### config.mk
export PLATFORM = sky130hd
export DESIGN_NAME = pirqe_top
export DESIGN_NICKNAME = d
export VERILOG_FILES = /design/src/pirqe_pkg.sv /design/src/pirqe_top.sv
export VERILOG_INCLUDE_DIRS = /design/src
export SDC_FILE = /design/constraint.sdc
export NUM_CORES = 1
export LEC_CHECK = 0
export BUFFER_PORTS_ARGS = -buffer_cell sky130_fd_sc_hd__buf_2
export CORE_MARGIN = 5
export CORE_UTILIZATION = 30
export CTS_CLUSTER_DIAMETER = 80
export DETAILED_ROUTE_END_ITERATION = 6
export SLEW_MARGIN = 30
export SYNTH_ARGS = -nofsm -noshare
export SYNTH_HDL_FRONTEND = slang
export SYNTH_SLANG_ARGS = --single-unit
### constraint.sdc
create_clock -name clk -period 3.9 [get_ports clk]
set_clock_uncertainty 0.05 [all_clocks]
set_input_delay 0.585 -clock clk [delete_from_list [all_inputs] [get_ports clk]]
set_output_delay 0.585 -clock clk [all_outputs]
set_load 0.05 [all_outputs]
### src/pirqe_consts.svh
`ifndef PIRQE_CONSTS_SVH
`define PIRQE_CONSTS_SVH
// Register addresses
`define PIRQE_ADDR_MAIN_CTRL 8'h8b
`define PIRQE_ADDR_PERIPH_EN 8'h8c
`define PIRQE_ADDR_PERIPH_FLAGS 8'h0c
`define PIRQE_ADDR_TIMER0 8'h01
`define PIRQE_ADDR_IRQ_STATUS 8'h90
`define PIRQE_ADDR_IRQ_MASK 8'h91
// Main control bit positions
`define PIRQE_MC_GLOBAL_EN 7
`define PIRQE_MC_PERIPH_GATE 6
`define PIRQE_MC_T0_EN 5
`define PIRQE_MC_PIN_EN 4
`define PIRQE_MC_PORT_EN 3
`define PIRQE_MC_T0_FLAG 2
`define PIRQE_MC_PIN_FLAG 1
`define PIRQE_MC_PORT_FLAG 0
// Status bit positions
`define PIRQE_ST_PIN 2
`define PIRQE_ST_PORT 3
`define PIRQE_ST_PERIPH 4
// Reset values and timer0 maximum count
`define PIRQE_RST_MAIN_CTRL 8'h00
`define PIRQE_RST_PERIPH_EN 8'h00
`define PIRQE_RST_TIMER0 8'h00
`define PIRQE_TIMER0_MAX 8'hff
`endif

### src/pirqe_pkg.sv
package pirqe_pkg;
  typedef struct packed {
    logic [7:0] addr;
    logic [7:0] wdata;
    logic wr;
    logic rd;
  } pirqe_bus_req_t;
  typedef struct packed {
    logic t1_gate_acq;
    logic converter_done;
    logic serial_rx;
    logic serial_tx;
    logic sync_serial;
    logic capcomp1;
    logic t2_period_match;
    logic t1_overflow;
  } pirqe_periph_ev_t;
endpackage

### src/pirqe_top.sv
// Overview of operation
// RULE1: Flags set on their source event regardless of any enable bit.
// RULE2: Software clears a flag before setting its enable bit.
// RULE3: Main control register is read/write, holds timer0, port change, pin enables and flags.
// RULE4: Peripheral interrupts reach core only when the peripheral gate bit is set.
// RULE5: Enable bit 7 gates the timer1 gate acquisition interrupt.
// RULE6: Enable bit 6 gates the converter completion interrupt.
// RULE7: Enable bit 5 gates the serial receive interrupt.
// RULE8: Enable bit 4 gates the serial transmit interrupt.
// RULE9: Enable bit 3 gates the synchronous serial port interrupt.
// RULE10: Enable bit 2 gates the capture/compare unit 1 interrupt.
// RULE11: Enable bit 1 gates the timer2 period match interrupt.
// RULE12: Enable bit 0 gates the timer1 overflow interrupt.
// RULE13: Timer0 overflow flag sets when the 8-bit count wraps from max to zero.
// RULE14: Timer0 overflow flag is cleared only by a software write.
// RULE15: Request equals global enable and (core pair or gated peripheral pair).
// RULE16: Peripheral enable register resets to all zero.
`include "pirqe_consts.svh"
`timescale 1ns/1ps
`default_nettype none
module pirqe_top #(
  parameter int NUM_SRC = 8
) (
  input wire logic clk,
  input wire logic srst,
  input wire pirqe_pkg::pirqe_bus_req_t bus_req,
  output logic [7:0] rdata,
  input wire pirqe_pkg::pirqe_periph_ev_t periph_ev,
  input wire logic timer0_tick,
  input wire logic ext_pin_ev,
  input wire logic portb_change_ev,
  output logic core_irq_req,
  output logic irq
);
  import pirqe_pkg::*;

  // Refuse any source count other than the width of the 8-bit peripheral event vector
  if (NUM_SRC != $bits(pirqe_periph_ev_t))
  begin : g_src_count_chk
    $error("source count must match the peripheral event vector");
  end

  logic [7:0] main_ctrl_q, main_ctrl_d;
  logic [7:0] periph_en_q, periph_en_d;
  logic [7:0] periph_flags_q, periph_flags_d;
  logic [7:0] timer0_count_q, timer0_count_d;
  logic [7:0] irq_status_q, irq_status_d;
  logic [7:0] irq_mask_q, irq_mask_d;
  logic [7:0] rdata_q, rdata_d;
  logic [7:0] ev_vec;
  logic [7:0] periph_pend;
  logic [2:0] core_pend;
  logic t0_wrap;
  logic wr_main, wr_pen, wr_pfl, wr_t0, wr_msk, rd_sts;
  logic req_comb;

  // Decoded strobes
  assign wr_main = bus_req.wr && bus_req.addr == `PIRQE_ADDR_MAIN_CTRL;
  assign wr_pen = bus_req.wr && bus_req.addr == `PIRQE_ADDR_PERIPH_EN;
  assign wr_pfl = bus_req.wr && bus_req.addr == `PIRQE_ADDR_PERIPH_FLAGS;
  assign wr_t0 = bus_req.wr && bus_req.addr == `PIRQE_ADDR_TIMER0;
  assign wr_msk = bus_req.wr && bus_req.addr == `PIRQE_ADDR_IRQ_MASK;
  assign rd_sts = bus_req.rd && bus_req.addr == `PIRQE_ADDR_IRQ_STATUS;

  // Event vector in enable-bit order, bit 7 down to bit 0
  assign ev_vec = periph_ev;
  // Timer0 wraps from max to zero on a tick, unless software writes it
  assign t0_wrap = timer0_tick && !wr_t0 && timer0_count_q == `PIRQE_TIMER0_MAX; // RULE13

  // Per-source gating by enable bit
  genvar gi;
  generate
    for (gi = 0; gi < NUM_SRC; gi++)
    begin : g_gate
      assign periph_pend[gi] = periph_flags_q[gi] & periph_en_q[gi]; // RULE5 RULE6 RULE7 RULE8 RULE9 RULE10 RULE11 RULE12
      // Each source event leaves its flag set one cycle later
      a_src_flag: assert property ( // RULE1
        @(posedge clk) disable iff (srst)
        ev_vec[gi] |=> periph_flags_q[gi])
        else $error("source event did not set its flag");
      // A raised flag stays until software writes the flag register
      a_src_flag_hold: assert property ( // RULE1
        @(posedge clk) disable iff (srst)
        periph_flags_q[gi] && !wr_pfl |=> periph_flags_q[gi])
        else $error("source flag dropped without a write");
      // An enabled flag behind open gates reaches the core
      a_src_pass: assert property ( // RULE4 RULE5 RULE6 RULE7 RULE8 RULE9 RULE10 RULE11 RULE12
        @(posedge clk) disable iff (srst)
        main_ctrl_q[`PIRQE_MC_GLOBAL_EN] && main_ctrl_q[`PIRQE_MC_PERIPH_GATE] &&
        periph_flags_q[gi] && periph_en_q[gi] |-> core_irq_req)
        else $error("enabled source did not request");
      // A lone flag with its enable clear stays away from the core
      a_src_block: assert property ( // RULE5 RULE6 RULE7 RULE8 RULE9 RULE10 RULE11 RULE12
        @(posedge clk) disable iff (srst)
        periph_flags_q == (8'h01 << gi) && !periph_en_q[gi] && !(|core_pend) |-> !core_irq_req)
        else $error("disabled source requested");
    end
  endgenerate

  assign core_pend[2] = main_ctrl_q[`PIRQE_MC_T0_EN] & main_ctrl_q[`PIRQE_MC_T0_FLAG];
  assign core_pend[1] = main_ctrl_q[`PIRQE_MC_PIN_EN] & main_ctrl_q[`PIRQE_MC_PIN_FLAG];
  assign core_pend[0] = main_ctrl_q[`PIRQE_MC_PORT_EN] & main_ctrl_q[`PIRQE_MC_PORT_FLAG];

  // Combined request to the core
  assign req_comb = main_ctrl_q[`PIRQE_MC_GLOBAL_EN] &
    ((|core_pend) | (main_ctrl_q[`PIRQE_MC_PERIPH_GATE] & (|periph_pend))); // RULE15 RULE4
  assign core_irq_req = req_comb;
  assign irq = |(irq_status_q & irq_mask_q);
  assign rdata = rdata_q;

  // Next-state for registers and flags
  always_comb
  begin
    main_ctrl_d = main_ctrl_q;
    periph_en_d = periph_en_q;
    periph_flags_d = periph_flags_q;
    timer0_count_d = timer0_count_q;
    irq_status_d = irq_status_q;
    irq_mask_d = irq_mask_q;
    rdata_d = 8'h00;
    if (wr_main)
      main_ctrl_d = bus_req.wdata; // RULE3 RULE14
    if (wr_pen)
      periph_en_d = bus_req.wdata;
    if (wr_pfl)
      periph_flags_d = bus_req.wdata;
    if (wr_msk)
      irq_mask_d = bus_req.wdata;
    if (wr_t0)
      timer0_count_d = bus_req.wdata;
    else if (timer0_tick)
      timer0_count_d = 8'(timer0_count_q + 8'h01);
    // Sources set flags irrespective of enables; set wins over clear
    periph_flags_d = periph_flags_d | ev_vec; // RULE1
    main_ctrl_d[`PIRQE_MC_T0_FLAG] = main_ctrl_d[`PIRQE_MC_T0_FLAG] | t0_wrap; // RULE13 RULE1
    main_ctrl_d[`PIRQE_MC_PIN_FLAG] = main_ctrl_d[`PIRQE_MC_PIN_FLAG] | ext_pin_ev;
    main_ctrl_d[`PIRQE_MC_PORT_FLAG] = main_ctrl_d[`PIRQE_MC_PORT_FLAG] | portb_change_ev;
    // Sticky status: bit0 core request level, bits 1-3 core events, bit4 peripheral event
    if (rd_sts)
      irq_status_d = 8'h00;
    irq_status_d = irq_status_d | {3'h0, |ev_vec, portb_change_ev, ext_pin_ev, t0_wrap, req_comb};
    // Read mux
    if (bus_req.rd)
    begin
      unique case (bus_req.addr)
        `PIRQE_ADDR_MAIN_CTRL: rdata_d = main_ctrl_q;
        `PIRQE_ADDR_PERIPH_EN: rdata_d = periph_en_q;
        `PIRQE_ADDR_PERIPH_FLAGS: rdata_d = periph_flags_q;
        `PIRQE_ADDR_TIMER0: rdata_d = timer0_count_q;
        `PIRQE_ADDR_IRQ_STATUS: rdata_d = irq_status_q;
        `PIRQE_ADDR_IRQ_MASK: rdata_d = irq_mask_q;
        default: rdata_d = 8'h00;
      endcase
    end
  end

  // Register stage
  always_ff @(posedge clk)
  begin
    if (srst)
    begin
      main_ctrl_q <= `PIRQE_RST_MAIN_CTRL;
      periph_en_q <= `PIRQE_RST_PERIPH_EN; // RULE16
      periph_flags_q <= 8'h00;
      timer0_count_q <= `PIRQE_RST_TIMER0;
      irq_status_q <= 8'h00;
      irq_mask_q <= 8'h00;
      rdata_q <= 8'h00;
    end
    else
    begin
      main_ctrl_q <= main_ctrl_d;
      periph_en_q <= periph_en_d;
      periph_flags_q <= periph_flags_d;
      timer0_count_q <= timer0_count_d;
      irq_status_q <= irq_status_d;
      irq_mask_q <= irq_mask_d;
      rdata_q <= rdata_d;
    end
  end

  // Timer1 overflow event leaves its flag set one cycle later
  a_flag_sets: assert property ( // RULE1
    @(posedge clk) disable iff (srst)
    periph_ev[0] |=> periph_flags_q[0])
    else $error("flag not set by event");

  // A wrap of the timer0 count raises its overflow flag and lands on zero
  a_t0_wrap_flag: assert property ( // RULE13
    @(posedge clk) disable iff (srst)
    timer0_tick && !wr_t0 && timer0_count_q == `PIRQE_TIMER0_MAX |=>
    main_ctrl_q[`PIRQE_MC_T0_FLAG] && timer0_count_q == 8'h00)
    else $error("timer0 wrap did not set flag");

  // Only a write to the main control register may drop the timer0 flag
  a_t0_flag_hold: assert property ( // RULE14
    @(posedge clk) disable iff (srst)
    main_ctrl_q[`PIRQE_MC_T0_FLAG] && !wr_main |=> main_ctrl_q[`PIRQE_MC_T0_FLAG])
    else $error("timer0 flag cleared by hardware");

  // A quiet write to the main control register lands whole
  a_main_write: assert property ( // RULE3
    @(posedge clk) disable iff (srst)
    wr_main && !timer0_tick && !ext_pin_ev && !portb_change_ev |=> main_ctrl_q == $past(bus_req.wdata))
    else $error("main control write lost");

  // A closed peripheral gate keeps peripheral requests from the core
  a_peripheral_irq_gate_gate: assert property ( // RULE4
    @(posedge clk) disable iff (srst)
    !main_ctrl_q[`PIRQE_MC_PERIPH_GATE] && !(|core_pend) |-> !core_irq_req)
    else $error("peripheral irq passed closed gate");

  // Gate acquisition source passes with every gate open
  a_bit7_gate: assert property ( // RULE5
    @(posedge clk) disable iff (srst)
    main_ctrl_q[`PIRQE_MC_GLOBAL_EN] && main_ctrl_q[`PIRQE_MC_PERIPH_GATE] && periph_flags_q[7] && periph_en_q[7] |-> core_irq_req)
    else $error("gate acquisition irq not passed");

  // An enable alone never makes a request
  a_bit0_block: assert property ( // RULE12
    @(posedge clk) disable iff (srst)
    periph_en_q == 8'h01 && !periph_flags_q[0] && !(|core_pend) |-> !core_irq_req)
    else $error("timer1 overflow irq without flag");

  // Nothing reaches the core while the global enable is clear
  a_gie_gate: assert property ( // RULE15
    @(posedge clk) disable iff (srst)
    !main_ctrl_q[`PIRQE_MC_GLOBAL_EN] |-> !core_irq_req)
    else $error("request without global enable");

  // Reset leaves every peripheral source disabled
  a_en_reset: assert property ( // RULE16
    @(posedge clk)
    srst |=> periph_en_q == `PIRQE_RST_PERIPH_EN)
    else $error("enable register not reset");

  // Pin event raises its flag whatever the enables hold
  a_pin_flag: assert property ( // RULE1 RULE3
    @(posedge clk) disable iff (srst)
    ext_pin_ev |=> main_ctrl_q[`PIRQE_MC_PIN_FLAG])
    else $error("pin event did not set its flag");

  // Port change event raises its flag whatever the enables hold
  a_port_flag: assert property ( // RULE1 RULE3
    @(posedge clk) disable iff (srst)
    portb_change_ev |=> main_ctrl_q[`PIRQE_MC_PORT_FLAG])
    else $error("port event did not set its flag");

  // An enabled pin flag requests under the global enable
  a_core_pin_pass: assert property ( // RULE15
    @(posedge clk) disable iff (srst)
    main_ctrl_q[`PIRQE_MC_GLOBAL_EN] && main_ctrl_q[`PIRQE_MC_PIN_EN] && main_ctrl_q[`PIRQE_MC_PIN_FLAG] |-> core_irq_req)
    else $error("pin flag did not request");

  // An enabled port flag requests under the global enable
  a_core_port_pass: assert property ( // RULE15
    @(posedge clk) disable iff (srst)
    main_ctrl_q[`PIRQE_MC_GLOBAL_EN] && main_ctrl_q[`PIRQE_MC_PORT_EN] && main_ctrl_q[`PIRQE_MC_PORT_FLAG] |-> core_irq_req)
    else $error("port flag did not request");

  // Each tick without a timer0 write moves the timer0 count on by one
  a_t0_count: assert property ( // RULE13
    @(posedge clk) disable iff (srst)
    timer0_tick && !wr_t0 |=> timer0_count_q == 8'($past(timer0_count_q) + 8'h01))
    else $error("timer0 count did not advance");

  // The timer0 flag rises only on a wrap or a write
  a_t0_only_wrap: assert property ( // RULE13
    @(posedge clk) disable iff (srst)
    !t0_wrap && !wr_main && !main_ctrl_q[`PIRQE_MC_T0_FLAG] |=> !main_ctrl_q[`PIRQE_MC_T0_FLAG])
    else $error("timer0 flag rose without a wrap");

  // A read of the main control register returns it the cycle after
  a_main_read: assert property ( // RULE3
    @(posedge clk) disable iff (srst)
    bus_req.rd && bus_req.addr == `PIRQE_ADDR_MAIN_CTRL |=> rdata == $past(main_ctrl_q))
    else $error("main control read data wrong");

  // Read data stays at zero outside the cycle after a read
  a_rdata_idle: assert property (
    @(posedge clk) disable iff (srst)
    !bus_req.rd |=> rdata == 8'h00)
    else $error("read data outside read cycle");

  // A read of the status register empties it when nothing new arrives
  a_status_clear: assert property (
    @(posedge clk) disable iff (srst)
    rd_sts && !(|ev_vec) && !t0_wrap && !ext_pin_ev && !portb_change_ev && !req_comb |=> irq_status_q == 8'h00)
    else $error("status not cleared by read");

  // Pin event leaves its sticky status bit set
  a_status_pin: assert property ( // RULE1
    @(posedge clk) disable iff (srst)
    ext_pin_ev |=> irq_status_q[`PIRQE_ST_PIN])
    else $error("pin status bit not set");

  // Port change event leaves its sticky status bit set
  a_status_port: assert property ( // RULE1
    @(posedge clk) disable iff (srst)
    portb_change_ev |=> irq_status_q[`PIRQE_ST_PORT])
    else $error("port status bit not set");

  // Any peripheral event leaves its sticky status bit set
  a_status_periph: assert property ( // RULE1
    @(posedge clk) disable iff (srst)
    (|ev_vec) |=> irq_status_q[`PIRQE_ST_PERIPH])
    else $error("peripheral status bit not set");

  // The enable register changes only when software writes it
  a_en_hold: assert property (
    @(posedge clk) disable iff (srst)
    !wr_pen |=> periph_en_q == $past(periph_en_q))
    else $error("enable register changed without a write");
endmodule
`default_nettype wire

==> results.md <==
* Status: finished clean
* Pwr per Cell Area at 330 nW/um^2
* Min-Delay Path Class: register to register
* Residual DRC count at 0
* Avg WL per Cell at 17.0 microns
* HPWL reported at the end of detailed placement at 5.37 mm
* Initial antenna violation count at 0
* Synth Cell Area at 2580 sq um
* Synth Area in Simple Gates at 22.2%
* Min Clock Period, post-route at 2.33 ns
* Number of buffers added by the clock tree synthesis step at 5
* Yosys synthesis warning count at 0
* Number of synthesized flops with an enable pin at 0
* Die outline area at 10600 sq um
* Clk buf depth at 2
* Area inside the core boundary at 8300 sq um
* Leak at 1.12 nW
* Via-to-Cell Ratio at 5.34
* Worst-path clk slew at 0.10 ns
* Cell depth of the worst min-delay path at 2
* Number of standard-cell rows in the floorplan at 33
* Critical path's slowest cell: sky130_fd_sc_hd__o21ai_0
* Cell Chain, Critical Path: a222oi_1, inv_1, o21ai_0, inv_1, buf_2
* Synthesized instance count at 276
* Worst flop-to-flop path startpoint: main_ctrl_q[0]
* Overflow left after global routing at 0
* Xor/xnor share of the synthesized area at 2.38%
* Clock tree from TritonCTS: done
* Main flop type after synthesis: sky130_fd_sc_hd__dfxtp_1
* Proportion of netlist area held by the largest area contributor at 41.1%
* Iter 0 DRT Violations at 158
* Overall track demand over capacity in global routing at 14.0%
* Share of synthesized area spent on multiplexers at 7.76%
* Synthesized Nets at 308
* Main combinational cell family by area after synthesis: compound AO/OA/AOI/OAI gates
* Maximum number of pins on one net before global-route repair at 48
* Number of H-tree branching levels at 2
* Post-detailed-route count of antenna-violating nets at 0
* # Max-Cap Violations at 0
* Number of max-slew violations in the final report at 0
* Worst Max-Slew Pin Slew at 0.680 ns
* Count of antenna diodes in the layout at 0
* Complex-gate fraction of the synthesized area at 22.5%
* Worst Path Required at 3.26 ns
* Width of the chip at 103 microns
* Routability congestion estimate from global placement at 0.845
* Final critical-path share of the clock period at 59.8%
* Vias in the first global route at 2165
* Depth of the most critical reg-to-reg path at 4
* Worst min-delay path startpoint: irq_mask_q[6]
* Global-route wire length before repair at 11.4 mm
* Yosys cell types at 41
* Total length of routed wires at 7.09 mm
* Cell types occupying the most area after synthesis: sky130_fd_sc_hd__dfxtp_1 (41%), sky130_fd_sc_hd__mux2i_1 (7.8%), sky130_fd_sc_hd__nor2_1 (5.2%)
* Dominant cell type by area after synthesis: sky130_fd_sc_hd__dfxtp_1
* Area delta synth->final at 13.9%
* Reg2reg setup slack at 2.52 ns
* Starting density of the core at 31.1%
* WS Path Type: register to output port
* Maximum resistive drop on vdd at 0.000127 V
* Utilization of the core after routing at 35.4%
* Fraction of layout cells with a size suffix above 1 at 21.8%
* Max-slew headroom at 54.6%
* Sequential cell area fraction in the yosys report at 41.1%
* FILL cells at 863
* Count of nets after finishing at 343
* Data arrival, critical path at 1.70 ns
* Maximum operating frequency at 428 MHz
* Cell at the root of the clock tree: sky130_fd_sc_hd__clkbuf_8
* CP Capture Type: output port
* Reg2Reg Capture Point: irq_status_q[0]
* Share of flip-flops with an asynchronous set or reset after synthesis at 0%
* Total area of multi-input combinational cells at 1430 sq um
* Total power consumption of the routed design at 970 uW
* Setup violations, final at 0
* Setup TNS at 0 ns
* Kind of launch point of the worst setup path: register
* # Post-CTS Setup Buffers at 0
* Hold violation count in the final report at 0
* Number of ports placed on the die boundary at 41
* Total instance count after detailed placement at 409
* Via total after detailed routing at 2227
* Most used cell along the critical path: sky130_fd_sc_hd__inv_1
* Synth cell count leaders: sky130_fd_sc_hd__dfxtp_1 (53), sky130_fd_sc_hd__nor2_1 (36), sky130_fd_sc_hd__mux2i_1 (20), sky130_fd_sc_hd__a21oi_1 (17), sky130_fd_sc_hd__nand2_1 (17)
* Die span in y at 103 microns
* Post-synthesis register bit count at 53
* Reg area at 1060 sq um
* Most repeated cell in the gate-level netlist after synthesis: sky130_fd_sc_hd__dfxtp_1
* Number of iterations in the first detailed-routing pass at 5
* Number of gates resized after cts at 0
* Delay of the slowest cell on the worst path at 0.35 ns
* Arithmetic-cell share of the synthesized area counting full adders, half adders and majority gates at 0.485%
* Peak fanout along the critical path at 3
* Post-synthesis area per instance at 9.35 sq um
* Post-CTS Hold Fix Bufs at 0
* Latest clock arrival within the worst-skew pair at 0.31 ns
* Sink of the worst hold path: irq_mask_q[6]
* Finished Layout Cells at 417
* Unrepaired setup endpoints after global routing: false
* # port buffers at 40
* Clock sink count at 53
-- report_power, final --
part,switching (mW),internal (mW),leakage [nW],total [mW]
combinational,0.0518,0.0320,0.645,0.0839
sequential,0.0128,0.553,0.432,0.566
clock,0.193,0.128,0.0445,0.320
-- per-stage QoR --
stage	area [sq um]	hold slack, ns	worst slack (ns)
finish	2940	0.419	1.57
global route	2940	0.438	1.47
CTS	2940	0.420	1.56
detailed placement	2850	0.406	1.74
global placement	2850	0.398	1.79
floorplan	2580	0.386	2.14
-- flip-flops by register name, summed over array words and instances (netlist names) --
signal / flops
irq_status_q: 5
main_ctrl_q: 8
irq_mask_q: 8
periph_flags_q: 8
periph_en_q: 8
rdata: 8
timer0_count_q: 8
-- placed cells by master (no fill, tap or decap), types with 6 or more instances in the layout --
| cell | count |
|---|---|
| sky130_fd_sc_hd__a211oi_1 | 10 |
| sky130_fd_sc_hd__a211oi_2 | 8 |
| sky130_fd_sc_hd__a21oi_1 | 17 |
| sky130_fd_sc_hd__a22o_1 | 6 |
| sky130_fd_sc_hd__a22oi_1 | 15 |
| sky130_fd_sc_hd__buf_2 | 40 |
| sky130_fd_sc_hd__dfxtp_1 | 53 |
| sky130_fd_sc_hd__mux2i_1 | 20 |
| sky130_fd_sc_hd__nand2_1 | 17 |
| sky130_fd_sc_hd__nand3_1 | 13 |
| sky130_fd_sc_hd__nor2_1 | 36 |
| sky130_fd_sc_hd__nor3_1 | 12 |
| sky130_fd_sc_hd__o21ai_0 | 6 |
-- worst max path at each step --
stage | cells past startpoint | startpoint | to
6_report | 5 | main_ctrl_q[0] | core_irq_req
5_1_grt | 5 | main_ctrl_q[0] | core_irq_req
4_1_cts | 5 | main_ctrl_q[0] | core_irq_req
3_5_place_dp | 5 | bus_req[15] | main_ctrl_q[2]
3_3_place_gp | 5 | bus_req[15] | irq_status_q[1]
2_1_floorplan | 5 | bus_req[15] | timer0_count_q[5]
-- worst max-delay path: cells and delay by family, from the launching register on --
family | cells | cell delay (ns)
buf+inv | 3 | 0.36
flops | 1 | 0.34
compound gates | 2 | 0.69
-- area by class of cell --
cell class	count	share of cell area [%]
Clock buffer	5	2.34
Timing Repair Buffer	42	7.33
Clock inverter	3	0.724
Sequential cell	53	36.1
Tap cell	105	4.47
Inverter	4	0.511
Multi-Input combinational cell	205	48.5
-- layer usage --
layer | track usage (%) | wire, microns | up-vias
met5 | 0 | 0 | -
met4 | 4.18 | 103 | 0
met3 | 2.71 | 498 | 10
met2 | 21.5 | 3030 | 60
met1 | 19.9 | 3460 | 1047
li1 | - | - | 1110
-- cell families (layout without fill, tap and decap cells) --
logic type | count (synthesis) | count (layout)
AND/OR/NAND/NOR | 101 | 101
AO/OA/AOI/OAI | 76 | 76
flip-flops | 53 | 53
multiplexers | 20 | 20
buffers and inverters | 18 | 54
XOR/XNOR | 7 | 7
adder cells (fa/ha/maj) | 1 | 1
No activity file was read; power rests on OpenSTA's default activity.
